<file path="src/sfim_pkg.sv">
// Constants shared by the supply fault interrupt mask block.
// Assumes a 24-bit register frame in which only bits 23 to 8 are implemented.
package sfim_pkg;

    // ************************************************************
    // Register frame
    // ************************************************************
    localparam int unsigned ADDR_W   = 5;
    localparam int unsigned DATA_W   = 16;
    localparam int unsigned FRAME_LSB = 8;

    localparam logic [4:0] ADDR_MASK_A = 5'h08;
    localparam logic [4:0] ADDR_MASK_B = 5'h09;
    localparam logic [4:0] ADDR_FLAG_A = 5'h0a;
    localparam logic [4:0] ADDR_FLAG_B = 5'h0b;

    localparam logic [15:0] MASK_A_RESET = 16'h0000;
    localparam logic [15:0] MASK_B_RESET = 16'h0000;
    localparam logic [15:0] FLAG_RESET   = 16'h0000;

    // ************************************************************
    // Field positions, as frame bit numbers
    // ************************************************************
    localparam int unsigned A_PREREG_OC      = 22;
    localparam int unsigned A_CORE_BUCK_OC   = 20;
    localparam int unsigned A_SECOND_BUCK_OC = 18;
    localparam int unsigned A_LINEAR_REG_OC  = 17;
    localparam int unsigned A_CORE_BUCK_OT   = 12;
    localparam int unsigned A_SECOND_BUCK_OT = 10;
    localparam int unsigned A_LINEAR_REG_OT  = 9;

    localparam int unsigned B_BIAS_UV_HIGH   = 18;
    localparam int unsigned B_COMM_ERROR     = 17;
    localparam int unsigned B_PREREG_FB_OV   = 16;
    localparam int unsigned B_SUPPLY_UV7     = 14;
    localparam int unsigned B_PREREG_UV_HIGH = 12;
    localparam int unsigned B_SUPPLY_UV_LOW  = 11;
    localparam int unsigned B_SUPPLY_UV_HIGH = 10;
    localparam int unsigned B_FIRST_WAKE     = 9;
    localparam int unsigned B_SECOND_WAKE    = 8;

    // Implemented bits of each register, aligned to frame bit 8.
    localparam logic [15:0] VALID_A = 16'h5616;
    localparam logic [15:0] VALID_B = 16'h075f;

endpackage : sfim_pkg
</file>
<file path="src/sfim_core.sv">
// Interrupt mask registers, event flags and combined interrupt request.
// Assumes the serial bus decoder delivers one-cycle read and write strobes on clk_sys,
// and that event sources are synchronous logic on clk_sys.
//
// Behaviour
// [RULE1] Mask A bit 22 set blocks the pre-regulator overcurrent interrupt; resets zero.
// [RULE2] Mask A bit 20 set blocks the core buck overcurrent interrupt; resets zero.
// [RULE3] Mask A bit 18 set blocks the second buck overcurrent interrupt; resets zero.
// [RULE4] Mask A bit 17 set blocks the linear regulator overcurrent interrupt; resets zero.
// [RULE5] Mask A bit 12 set blocks the core buck overtemperature interrupt; resets zero.
// [RULE6] Mask A bit 10 set blocks the second buck overtemperature interrupt; resets zero.
// [RULE7] Mask A bit 9 set blocks the linear regulator overtemperature interrupt; resets zero.
// [RULE8] Mask B bit 18 set blocks the bias supply high undervoltage interrupt; resets zero.
// [RULE9] Mask B bit 17 set blocks the communication error interrupt; resets zero.
// [RULE10] Mask B bit 16 set blocks the pre-regulator feedback overvoltage interrupt; resets zero.
// [RULE11] Mask B bit 14 set blocks the supply undervoltage-seven interrupt; resets zero.
// [RULE12] Mask B bit 12 set blocks its high-threshold undervoltage interrupt; resets zero.
// [RULE13] Mask B bit 11 set blocks the supply low undervoltage interrupt; resets zero.
// [RULE14] Mask B bit 10 set blocks its high-threshold undervoltage interrupt; resets zero.
// [RULE15] Mask B bit 9 set blocks the first wake input interrupt; resets zero.
// [RULE16] Mask B bit 8 set blocks the second wake input interrupt; resets zero.
// [RULE17] Flags set on events, clear on write one, and clear at reset.
// [RULE18] Request is high while any flag is set with mask clear; reserved bits read zero.
module sfim_core
(
    input  wire logic                      clk_sys,
    input  wire logic                      reset_n,
    input  wire logic                      reg_write,
    input  wire logic                      reg_read,
    input  wire logic [sfim_pkg::ADDR_W-1:0] reg_addr,
    input  wire logic [sfim_pkg::DATA_W-1:0] reg_wdata,
    input  wire logic [sfim_pkg::DATA_W-1:0] event_a,
    input  wire logic [sfim_pkg::DATA_W-1:0] event_b,
    output logic      [sfim_pkg::DATA_W-1:0] reg_rdata,
    output logic                             reg_rvalid,
    output logic                             int_request
);
    import sfim_pkg::*;

    // ************************************************************
    // State
    // ************************************************************
    logic [DATA_W-1:0] mask_a;
    logic [DATA_W-1:0] mask_b;
    logic [DATA_W-1:0] flag_a;
    logic [DATA_W-1:0] flag_b;
    logic [DATA_W-1:0] next_mask_a;
    logic [DATA_W-1:0] next_mask_b;
    logic [DATA_W-1:0] next_flag_a;
    logic [DATA_W-1:0] next_flag_b;
    logic [DATA_W-1:0] next_reg_rdata;
    logic              next_reg_rvalid;
    logic              next_int_request;
    logic [DATA_W-1:0] pend_a;
    logic [DATA_W-1:0] pend_b;
    logic [3:0]        sel_write;
    logic [3:0]        sel_read;

    // Maps a frame bit number to its position in the 16-bit register.
    function automatic logic [3:0] pos(input int unsigned frame_bit);
        pos = 4'(frame_bit - FRAME_LSB);
    endfunction : pos

    // Pending term of one source: flag raised and mask clear.
    function automatic logic pend(input logic [DATA_W-1:0] flags,
                                  input logic [DATA_W-1:0] masks,
                                  input int unsigned       frame_bit);
        pend = flags[pos(frame_bit)] & ~masks[pos(frame_bit)];
    endfunction : pend

    // One decoder serves the write and the read path, so the two can never disagree on the map.
    function automatic logic [3:0] decode(input logic [ADDR_W-1:0] addr);
        decode = 4'h0;
        case (addr)
            ADDR_MASK_A: decode = 4'h1;
            ADDR_MASK_B: decode = 4'h2;
            ADDR_FLAG_A: decode = 4'h4;
            ADDR_FLAG_B: decode = 4'h8;
            default:     decode = 4'h0;
        endcase
    endfunction : decode

    assign sel_write = reg_write ? decode(reg_addr) : 4'h0;
    assign sel_read  = reg_read ? decode(reg_addr) : 4'h0;

    // ************************************************************
    // Mask registers
    // ************************************************************
    // Only implemented positions are stored, so reserved bits can never hold a stray one.
    always_comb
    begin
        next_mask_a = mask_a;
        next_mask_b = mask_b;
        if (sel_write[0])
        begin
            next_mask_a = reg_wdata & VALID_A; // RULE18
        end
        if (sel_write[1])
        begin
            next_mask_b = reg_wdata & VALID_B; // RULE18
        end
    end

    always_ff @(posedge clk_sys or negedge reset_n)
    begin
        if (!reset_n)
        begin
            mask_a <= MASK_A_RESET;
            mask_b <= MASK_B_RESET;
        end
        else
        begin
            mask_a <= next_mask_a;
            mask_b <= next_mask_b;
        end
    end

    // ************************************************************
    // Event flags
    // ************************************************************
    // Flags sit at the same positions as their mask bits. This is a local layout, so software
    // written for another flag map must not assume it.
    always_comb
    begin
        next_flag_a = flag_a;
        next_flag_b = flag_b;
        if (sel_write[2])
        begin
            next_flag_a = flag_a & ~reg_wdata; // RULE17
        end
        if (sel_write[3])
        begin
            next_flag_b = flag_b & ~reg_wdata; // RULE17
        end
        // The event is merged after the clear, so an event in the clear cycle keeps its flag.
        next_flag_a = (next_flag_a | event_a) & VALID_A; // RULE17
        next_flag_b = (next_flag_b | event_b) & VALID_B; // RULE17
    end

    always_ff @(posedge clk_sys or negedge reset_n)
    begin
        if (!reset_n)
        begin
            flag_a <= FLAG_RESET; // RULE17
            flag_b <= FLAG_RESET; // RULE17
        end
        else
        begin
            flag_a <= next_flag_a;
            flag_b <= next_flag_b;
        end
    end

    // ************************************************************
    // Interrupt gating
    // ************************************************************
    // Each source is listed so that a masked bit can be traced to its own term.
    always_comb
    begin
        pend_a = '0;
        pend_b = '0;
        pend_a[pos(A_PREREG_OC)]      = pend(flag_a, mask_a, A_PREREG_OC);      // RULE1
        pend_a[pos(A_CORE_BUCK_OC)]   = pend(flag_a, mask_a, A_CORE_BUCK_OC);   // RULE2
        pend_a[pos(A_SECOND_BUCK_OC)] = pend(flag_a, mask_a, A_SECOND_BUCK_OC); // RULE3
        pend_a[pos(A_LINEAR_REG_OC)]  = pend(flag_a, mask_a, A_LINEAR_REG_OC);  // RULE4
        pend_a[pos(A_CORE_BUCK_OT)]   = pend(flag_a, mask_a, A_CORE_BUCK_OT);   // RULE5
        pend_a[pos(A_SECOND_BUCK_OT)] = pend(flag_a, mask_a, A_SECOND_BUCK_OT); // RULE6
        pend_a[pos(A_LINEAR_REG_OT)]  = pend(flag_a, mask_a, A_LINEAR_REG_OT);  // RULE7
        pend_b[pos(B_BIAS_UV_HIGH)]   = pend(flag_b, mask_b, B_BIAS_UV_HIGH);   // RULE8
        pend_b[pos(B_COMM_ERROR)]     = pend(flag_b, mask_b, B_COMM_ERROR);     // RULE9
        pend_b[pos(B_PREREG_FB_OV)]   = pend(flag_b, mask_b, B_PREREG_FB_OV);   // RULE10
        pend_b[pos(B_SUPPLY_UV7)]     = pend(flag_b, mask_b, B_SUPPLY_UV7);     // RULE11
        pend_b[pos(B_PREREG_UV_HIGH)] = pend(flag_b, mask_b, B_PREREG_UV_HIGH); // RULE12
        pend_b[pos(B_SUPPLY_UV_LOW)]  = pend(flag_b, mask_b, B_SUPPLY_UV_LOW);  // RULE13
        pend_b[pos(B_SUPPLY_UV_HIGH)] = pend(flag_b, mask_b, B_SUPPLY_UV_HIGH); // RULE14
        pend_b[pos(B_FIRST_WAKE)]     = pend(flag_b, mask_b, B_FIRST_WAKE);     // RULE15
        pend_b[pos(B_SECOND_WAKE)]    = pend(flag_b, mask_b, B_SECOND_WAKE);    // RULE16
        next_int_request = |{pend_a, pend_b}; // RULE18
    end

    // Registered so the request line never glitches while a flag and its mask change together.
    always_ff @(posedge clk_sys or negedge reset_n)
    begin
        if (!reset_n)
        begin
            int_request <= 1'b0;
        end
        else
        begin
            int_request <= next_int_request;
        end
    end

    // ************************************************************
    // Read port
    // ************************************************************
    // Unmapped addresses read zero so software never sees stale data.
    always_comb
    begin
        next_reg_rvalid = reg_read;
        case (sel_read)
            4'h1:    next_reg_rdata = mask_a & VALID_A; // RULE18
            4'h2:    next_reg_rdata = mask_b & VALID_B; // RULE18
            4'h4:    next_reg_rdata = flag_a;
            4'h8:    next_reg_rdata = flag_b;
            default: next_reg_rdata = '0; // RULE18
        endcase
    end

    always_ff @(posedge clk_sys or negedge reset_n)
    begin
        if (!reset_n)
        begin
            reg_rdata  <= '0;
            reg_rvalid <= 1'b0;
        end
        else
        begin
            reg_rdata  <= next_reg_rdata;
            reg_rvalid <= next_reg_rvalid;
        end
    end

endmodule : sfim_core

</file>
<file path="config.mk">
export PLATFORM = sky130hd
export DESIGN_NAME = sfim_core
export DESIGN_NICKNAME = d
export VERILOG_FILES = /design/src/sfim_pkg.sv /design/src/sfim_core.sv
export SDC_FILE = /design/constraint.sdc
export NUM_CORES = 1
export LEC_CHECK = 0
export ABC_AREA = 1
export BUFFER_PORTS_ARGS = -buffer_cell sky130_fd_sc_hd__buf_2
export CORE_ASPECT_RATIO = 1.1
export CORE_MARGIN = 5
export CORE_UTILIZATION = 45
export DETAILED_ROUTE_END_ITERATION = 6
export GPL_TIMING_DRIVEN = 0
export PLACE_DENSITY = 0.76
export SKIP_LAST_GASP = 1
export SYNTH_ARGS = -nofsm -noshare
export SYNTH_HDL_FRONTEND = slang
export SYNTH_SLANG_ARGS = --single-unit
</file>
<file path="constraint.sdc">
create_clock -name clk_sys -period 0.8 [get_ports clk_sys]
set_input_delay 0.08 -clock clk_sys [delete_from_list [all_inputs] [get_ports clk_sys]]
set_output_delay 0.08 -clock clk_sys [all_outputs]
set_load 0.005 [all_outputs]
</file>
==> results.py, run 1 <==
metrics = {
    "grt": {
        "grt_use_total_pct": 18.0,
        "antenna_found_initial": 0,
        "grt_pass1_wl_um": 9360,
        "grt_max_degree": 46,
        "grt-ovfl-total": 0,
        "grt_pass1_vias": 2056,
    },
    "worst_setup_path": {
        "cp_max_fo": 2,
        "end_kind": "register",
        "crit_type": "reg -> reg",
        "crit_required_ns": 0.97,
        "start_kind": "register",
        "worstSetupStartpoint": "flag_b[0]",
        "r2r_slack_ns": -0.15,
        "r2r_end": "int_request",
        "endpoint": "int_request",
        "reg2reg_depth": 4,
        "r2r-start": "flag_b[0]",
        "arrival_ns": 1.12,
    },
    "cells_and_area": {
        "syn2layout_area_growth_pct": 40.5,
        "fillCellCount": 387,
        "drive_above_1_share_pct": 32.8,
        "layout_commonest_cell": "nand2_1",
        "antenna_cells": 0,
        "final_cell_area_sq_um": 3090,
        "fin_util_pct": 65.9,
        "seq_area_sq_um": 1130,
        "final_nets": 419,
        "multi_input_area_sq_um": 876,
        "layout_common_cells": "nand2_1 (66), inv_1 (55), buf_2 (49)",
    },
    "clock_tree": {
        "cts.sinks": 45,
        "clk_path_buf_depth": 2,
        "cts_tree": "yes",
        "clkLatencyLatePin_ns": 0.30,
        "cts-htree-levels": 2,
        "cts.clk_slew.worst_paths_ns": 0.08,
        "cts-root-buf": "clkbuf_8",
        "cts_buffers": 5,
    },
    "sta": {
        "fin_skew_ns": 0.00490,
        "period_minus_slack_ns": 0.947,
        "setup_ws_ns": -0.147,
        "tightest_slew_ns": 0.996,
        "setup_tns_ns": -1.07,
        "rsz0062_at_grt": "true",
        "slew_headroom_pct": 33.6,
        "whs_ns": -0.0578,
        "drv_slew": 0,
        "fin_crit_sh_pct": 118,
        "setup_violations": 18,
        "hold_violations": 45,
        "max_freq_mhz": 1060,
    },
    "yosys": {
        "yosysTopAreaCellShare_pct": 51.2,
        "ys_warn_count": 0,
        "syn_area_per_cell_sq_um": 8.26,
        "ys_seq_area_share_pct": 51.2,
        "netlist_area_sq_um": 2200,
        "yosysTopAreaCell": "dfrtp_1",
        "synthTopCellsByArea": "dfrtp_1 (51%), nand2_1 (12%), inv_1 (9.7%)",
        "netlist_instances": 266,
        "ys_ff_latch": 45,
        "synth.distinct_cells": 22,
    },
    "routing": {
        "dr.pass1.iters": 7,
        "vias": 2010,
        "drtIter0Drc": 176,
        "wl_um": 5400,
        "routedWlPerCell_um": 12.9,
        "antenna_left": 0,
        "vias_per_cell": 4.80,
        "route.detailed.drc": 0,
    },
    "placed_design": {
        "dpl-instance-area_sq_um": 2570,
        "port_buffers": 48,
        "dp_slack_ns": -0.446,
        "post-dp-hpwl_um": 3570,
        "gp_congestion": 0.927,
    },
    "power": {
        "power.share.combinational_pct": 17.7,
        "p_per_area_nw_per_um2": 1540,
        "ir_drop_mv": 1.00,
        "p_int_w": 0.00347,
        "p_sw_w": 0.00129,
        "clockPowerShare_pct": 28.4,
        "p_sw_share_pct": 27.1,
        "p_leak_nw": 1.69,
        "power_frac_seq_pct": 53.9,
    },
    "floorplan": {
        "coreArea_sq_um": 4680,
        "fp.dieW_um": 76.6,
        "io_pins": 75,
        "start_util_pct": 46.9,
        "die_h_um": 83.3,
        "placementRows": 26,
        "die-area_sq_um": 6380,
    },
    "outcome": {
        "violations": "negative hold slack, negative setup slack",
        "outcome": "finished with violations",
    },
    "worst_hold_path": {
        "hold_path_class": "in -> async",
    },
    "run": {
        "drv_cap": 0,
    },
}
==> registers in the layout, indices dropped and copies added, names as in the netlist <==
register     count
reg_rdata       11
flag_b           9
mask_b           9
flag_a           7
mask_a           7
int_request      1
reg_rvalid       1
==> worst max-delay path, stage by stage, from the launching register on <==
cell      delay [ns]
dfrtp_1         0.40
nand2_2         0.08
o211ai_1        0.09
nor2_1          0.15
nand3_1         0.11
==> power groups by stage <==
stage | Clock, W | Sequential (W) | Combinational, W
floorplan | 0 | 0.00258 | 0.000381
global placement | 0 | 0.00261 | 0.000592
detailed placement | 0 | 0.00262 | 0.000612
CTS | 0.00139 | 0.00256 | 0.000789
global route | 0.00147 | 0.00259 | 0.000953
finish | 0.00135 | 0.00257 | 0.000844
==> cells by family after synthesis <==
logic type      after synthesis  share of synthesized area [%]
other cells                   1                          0.171
simple gates                114                           24.6
compound gates               38                           10.8
flops                        45                           51.2
buf+inv                      68                           13.3
==> cell type report <==
| type | count | share of cell area (%) |
|---|---|---|
| Clock buffer | 8 | 2.59 |
| Tap cell | 56 | 2.27 |
| Multi-Input combinational cell | 157 | 28.4 |
| Inverter | 57 | 7.45 |
| Timing Repair Buffer | 85 | 19.8 |
| Sequential cell | 45 | 36.5 |
| Buffer | 11 | 3.08 |
==> synth_stat cells (all sizes together) <==
master  count
inv        57
nand4      10
clkbuf      1
nand3      20
o22ai       2
o211ai      4
nand2      74
nor2       10
o21ai      32
buf        10
conb        1
dfrtp      45
==> stage by stage <==
stage                     total power [W]  cells
final                             0.00476    419
after global routing              0.00502    419
after CTS                         0.00473    416
after detailed placement          0.00323    374
after global placement            0.00321    374
after floorplan                   0.00296    270
==> how the worst min path moves through the flow <==
stage / cells past startpoint / slack (ns) / endpoint
after floorplan: 0 / -0.22 / flag_a[10]
after global placement: 1 / 0.21 / reg_rvalid
after detailed placement: 1 / 0.20 / reg_rvalid
after CTS: 1 / -0.02 / reg_rdata[3]
after global routing: 1 / 0.04 / reg_rdata[3]
final: 1 / -0.06 / flag_a[9]
==> per-layer routing <==
layer / vias up / wire length (um) / global-route usage (%) / part of all wire, %
li1: 1011 / - / - / -
met1: 928 / 2240 / 22.0 / 41
met2: 61 / 2730 / 29.6 / 51
met3: 10 / 329 / 4.44 / 6.1
met4: 0 / 97 / 8.11 / 1.8
met5: - / 0 / 0 / 0
==> repair_timing <==
item | CTS | global route
resized for setup | 5 | 24
buffers inserted | 17 | 3
hold endpoints to repair | 62 | 0
setup endpoints to repair | 39 | 44
hold buffers | 17 | 0
pin swaps | 7 | 13
cloned | 0 | 1
Power figures use the tool's default switching activity.
==> inputs of run 2 (changes only) <==
--- a/config.mk
+++ b/config.mk
@@ -13,6 +13,7 @@
 export DETAILED_ROUTE_END_ITERATION = 6
 export GPL_TIMING_DRIVEN = 0
 export PLACE_DENSITY = 0.76
+export REMOVE_ABC_BUFFERS = 1
 export SKIP_LAST_GASP = 1
 export SYNTH_ARGS = -nofsm -noshare
 export SYNTH_HDL_FRONTEND = slang
==> results.py, run 2 (synthesized netlist as in run 1, its figures left out) <==
metrics = {
    "outcome": {
        "outcome": "finished with violations",
        "violations": "negative hold slack, negative setup slack",
    },
    "sta": {
        "whs_ns": -0.0593,
        "tightest_slew_ns": 0.989,
        "setup_violations": 16,
        "setup_ws_ns": -0.143,
        "period_minus_slack_ns": 0.943,
        "drv_slew": 0,
        "fin_crit_sh_pct": 118,
        "max_freq_mhz": 1060,
        "fin_skew_ns": 0.00844,
        "slew_headroom_pct": 34.0,
        "rsz0062_at_grt": "true",
        "setup_tns_ns": -0.983,
        "hold_violations": 45,
    },
    "worst_setup_path": {
        "worstSetupStartpoint": "flag_b[1]",
        "cp_slowest_stage_delay_ns": 0.40,
        "start_kind": "register",
        "r2r_end": "int_request",
        "cp_max_fo": 3,
        "cpLargestDelayFamily": "flip-flops",
        "crit_type": "reg -> reg",
        "end_kind": "register",
        "arrival_ns": 1.12,
        "reg2reg_depth": 4,
        "slowest_stage": "dfrtp_1",
        "path_buf_inv": 0,
        "r2r-start": "flag_b[1]",
        "r2r_slack_ns": -0.14,
        "crit_chain": "nand2_1 > o211ai_1 > nor2_1 > nand3_1",
        "crit_required_ns": 0.98,
    },
    "grt": {
        "grt_max_degree": 46,
        "grt_pass1_wl_um": 8600,
        "grt-ovfl-total": 0,
        "antenna_found_initial": 0,
        "grt_use_total_pct": 16.3,
        "grt_pass1_vias": 1889,
    },
    "floorplan": {
        "die-area_sq_um": 6380,
        "die_h_um": 83.3,
        "io_pins": 75,
        "coreArea_sq_um": 4680,
        "start_util_pct": 46.9,
        "fp.dieW_um": 76.6,
        "placementRows": 26,
    },
    "placed_design": {
        "port_buffers": 48,
        "post-dp-hpwl_um": 3400,
        "dpl-instance-area_sq_um": 2450,
        "placedCellCount": 363,
        "gp_congestion": 0.780,
    },
    "clock_tree": {
        "clk_path_buf_depth": 2,
        "cts_tree": "yes",
        "cts-htree-levels": 2,
        "cts.clk_slew.worst_paths_ns": 0.08,
        "cts-root-buf": "clkbuf_8",
        "cts.sinks": 45,
        "clkLatencyLatePin_ns": 0.30,
        "cts_buffers": 5,
    },
    "cells_and_area": {
        "layout_commonest_cell": "nand2_1",
        "instances_no_fill": 410,
        "final_cell_area_sq_um": 3100,
        "antenna_cells": 0,
        "syn2layout_area_growth_pct": 40.9,
        "fin_util_pct": 66.1,
        "reg.largest.list": "reg_rdata: 11 flops, flag_b: 9 flops, mask_b: 9 flops",
        "final_nets": 410,
        "drive_above_1_share_pct": 31.4,
        "layout_common_cells": "nand2_1 (66), inv_1 (54), dfrtp_1 (45)",
        "largest_register_ff_count": 11,
        "regMostFlops": "reg_rdata",
    },
    "routing": {
        "drtIter0Drc": 221,
        "routedWlPerCell_um": 13.8,
        "wl_um": 5650,
        "antenna_left": 0,
        "vias_per_cell": 4.93,
        "dr.pass1.iters": 4,
        "vias": 2021,
        "route.detailed.drc": 0,
    },
    "worst_hold_path": {
        "hold_path_class": "in -> async",
    },
    "power": {
        "p_leak_nw": 1.68,
        "ir_drop_mv": 1.13,
        "p_per_area_nw_per_um2": 1650,
    },
    "run": {
        "drv_cap": 0,
    },
}
run 2: timing repair:
item	CTS	global route
pin swaps	8	16
buffers inserted	13	6
hold buffers	16	0
resized for setup	5	47
endpoints found under the hold margin	61	0
endpoints found under the setup margin	50	57
gates cloned	0	4
run 2: layout make-up:
| type | instances | area (sq um) |
|---|---|---|
| multi-input cells | 159 | 893 |
| flip-flops and latches | 45 | 1130 |
| well taps | 56 | 70.1 |
| repair buffers | 85 | 669 |
| fillers | 395 | 1590 |
| inverters | 57 | 221 |
| clock inverters | 1 | 30.0 |
| clock buffers | 7 | 86.3 |
run 2: worst max path at each step:
stage,endpoint,slack [ns],depth (start not counted)
CTS,int_request,-0.13,4
floorplan,mask_b[0],-0.20,6
detailed placement,mask_a[2],-0.53,6
finish,int_request,-0.14,4
global placement,mask_b[9],-0.46,7
global route,int_request,-0.21,5
run 2: power breakdown:
| group | switching, W | internal, W |
|---|---|---|
| sequential | 0.000129 | 0.00244 |
| clock | 0.000735 | 0.00102 |
| combinational | 0.000423 | 0.000367 |
run 2: per-layer routing:
metal,GRT usage [%],vias to the layer above,part of all wire [%]
li1,-,992,-
met2,28.0,68,53
met5,0,-,0
met1,20.2,952,39
met4,5.09,0,1.5
met3,3.79,9,6.2
run 2: stage by stage:
| stage | worst slack [ns] | total power [W] | hold slack [ns] |
|---|---|---|---|
| 3_5_place_dp | -0.530 | 0.00317 | 0.265 |
| 6_report | -0.143 | 0.00511 | -0.0593 |
| 2_1_floorplan | -0.196 | 0.00290 | -0.216 |
| 4_1_cts | -0.126 | 0.00503 | -0.0306 |
| 3_3_place_gp | -0.463 | 0.00314 | 0.262 |
| 5_1_grt | -0.214 | 0.00537 | 0.0422 |
==> inputs of run 3 (changes only) <==
--- a/config.mk
+++ b/config.mk
@@ -11,8 +11,8 @@
 export CORE_MARGIN = 5
 export CORE_UTILIZATION = 45
 export DETAILED_ROUTE_END_ITERATION = 6
-export GPL_TIMING_DRIVEN = 0
-export PLACE_DENSITY = 0.76
+export GPL_TIMING_DRIVEN = 1
+export PLACE_DENSITY = 0.73
 export REMOVE_ABC_BUFFERS = 1
 export SKIP_LAST_GASP = 1
 export SYNTH_ARGS = -nofsm -noshare
==> constraint.sdc (replaced) <==
create_clock -name clk_sys -period 1.05 [get_ports clk_sys]
set_input_delay 0.105 -clock clk_sys [delete_from_list [all_inputs] [get_ports clk_sys]]
set_output_delay 0.105 -clock clk_sys [all_outputs]
set_load 0.005 [all_outputs]
==> results.py, run 3 (synthesized netlist as in run 1, its figures left out) <==
metrics = {
    "outcome": {
        "outcome": "complete, no violations",
    },
    "clock_tree": {
        "cts-htree-levels": 2,
        "cts.clk_slew.worst_paths_ns": 0.08,
        "cts-hold-fix-buffers": 16,
        "cts_tree": "yes",
        "clk_path_buf_depth": 2,
        "cts_resized": 0,
        "cts.sinks": 45,
        "cts-root-buf": "clkbuf_8",
        "clkLatencyLatePin_ns": 0.30,
        "cts_buffers": 5,
        "cts_setup_buffers": 0,
    },
    "power": {
        "power.share.combinational_pct": 14.3,
        "p_leak_nw": 1.56,
        "p_per_area_nw_per_um2": 1240,
        "clockPowerShare_pct": 29.6,
        "power_frac_seq_pct": 56.1,
        "p_int_w": 0.00255,
        "p_sw_w": 0.000932,
        "ir_drop_mv": 0.854,
        "p_sw_share_pct": 26.8,
    },
    "worst_setup_path": {
        "crit_chain": "inv_1 > nand2_1 > o211ai_1 > nor2_1 > nand3_1",
        "cp_max_fo": 3,
        "crit_type": "reg -> reg",
        "start_kind": "register",
        "end_kind": "register",
        "path_buf_inv": 1,
        "arrival_ns": 1.15,
        "crit_required_ns": 1.22,
        "slowest_stage": "dfrtp_1",
        "cp_slowest_stage_delay_ns": 0.39,
        "cpLargestDelayFamily": "flip-flops",
    },
    "cells_and_area": {
        "layout_commonest_cell": "nand2_1",
        "reg.largest.list": "reg_rdata: 11 flops, flag_b: 9 flops, mask_b: 9 flops",
        "drive_above_1_share_pct": 25.0,
        "largest_register_ff_count": 11,
        "antenna_cells": 0,
        "regMostFlops": "reg_rdata",
        "fillCellCount": 441,
        "syn2layout_area_growth_pct": 27.9,
        "fin_util_pct": 60.0,
        "layout_common_cells": "nand2_1 (73), inv_1 (57), buf_2 (48)",
        "final_nets": 400,
    },
    "run": {
        "drv_cap": 0,
    },
    "routing": {
        "vias_per_cell": 4.64,
        "antenna_left": 0,
        "route.detailed.drc": 0,
        "vias": 1856,
        "drtIter0Drc": 121,
        "wl_um": 4770,
        "dr.pass1.iters": 4,
        "routedWlPerCell_um": 11.9,
    },
    "sta": {
        "drv_slew": 0,
        "setup_violations": 0,
        "period_minus_slack_ns": 0.976,
        "max_freq_mhz": 1020,
        "hold_violations": 0,
        "fin_skew_ns": 0.00308,
        "rsz0062_at_grt": "false",
        "setup_tns_ns": 0,
        "fin_crit_sh_pct": 93.0,
    },
    "placed_design": {
        "port_buffers": 48,
        "gp_congestion": 0.790,
        "post-dp-hpwl_um": 3530,
    },
    "grt": {
        "grt_use_total_pct": 16.0,
        "grt_pass1_wl_um": 8390,
        "grt_pass1_vias": 1898,
        "antenna_found_initial": 0,
        "grt-ovfl-total": 0,
        "grt_max_degree": 46,
    },
    "floorplan": {
        "start_util_pct": 46.9,
        "coreArea_sq_um": 4680,
        "die_h_um": 83.3,
        "placementRows": 26,
        "io_pins": 75,
        "fp.dieW_um": 76.6,
        "die-area_sq_um": 6380,
    },
    "worst_hold_path": {
        "hold_path_class": "in -> reg",
    },
}
-- run 3: cell types whose count changed in the layout (fill, tap and decap cells not counted), moves of 3 or more --
| cell | delta |
|---|---|
| o21ai_0 | +11 |
| buf_6 | -9 |
| nand2_1 | +7 |
| o21ai_2 | -3 |
| nand2_2 | -5 |
| nand3_4 | -3 |
| nand2_4 | -3 |
| o21ai_1 | -8 |
| inv_1 | +3 |
| buf_2 | +4 |
-- run 3: path summary, 6_finish.rpt --
path / from / end / depth (start not counted) / slack (ns)
setup / recovery: mask_a[1] / int_request / 5 / 0.07
hold / removal: event_a[2] / flag_a[2] / 3 / 0.007
min in group asynchronous: reset_n / mask_a[4] / 3 / 0.31
max in group asynchronous: reset_n / reg_rdata[10] / 3 / 0.54
setup reg to reg: mask_a[1] / int_request / 5 / 0.07
hold reg to reg: mask_b[0] / reg_rdata[0] / 2 / 0.50
-- run 3: power groups by stage --
stage               combinational (W)  sequential, W  clock (W)
CTS                          0.000505        0.00195    0.00106
detailed placement           0.000459        0.00199          0
finish                       0.000497        0.00195    0.00103
global placement             0.000442        0.00198          0
global route                 0.000574        0.00197    0.00114
floorplan                    0.000246        0.00197          0
-- run 3: worst reg2reg max path, stage by stage, from the launching register on --
cell and delay [ns]:
dfrtp_1 0.39, inv_1 0.05, nand2_1 0.05, o211ai_1 0.10
nor2_1 0.15, nand3_1 0.10
-- run 3: cell type report --
type / count / area [sq um] / share of cell area [%]
clock buffer: 6 / 72.6 / 2.58
inverter: 57 / 214 / 7.61
multi-input combinational: 157 / 796 / 28.3
tap: 56 / 70.1 / 2.49
sequential: 45 / 1130 / 40.1
timing repair buffer: 77 / 523 / 18.6
clock inverter: 2 / 10.0 / 0.356
-- run 3: through the flow --
stage / cell area, sq um / power, W / worst slack, ns / cells / hold slack [ns]
global placement: 2570 / 0.00243 / -0.0707 / 376 / 0.0991
global route: 2810 / 0.00369 / 0.0303 / 400 / 0.00713
finish: 2810 / 0.00348 / 0.0736 / 400 / 0.00742
floorplan: 2140 / 0.00221 / 0.0295 / 259 / -0.191
CTS: 2810 / 0.00352 / 0.0761 / 400 / 0.000531
detailed placement: 2570 / 0.00245 / -0.115 / 376 / 0.102
-- run 3: metal layers --
metal  global-route usage [%]  vias to the layer above  share of wire [%]
met2                     26.8                       45                 49
met3                     4.22                        8                6.1
met1                     19.8                      838                 43
met4                     5.25                        0                1.4
li1                         -                      965                  -
met5                        0                        -                  0
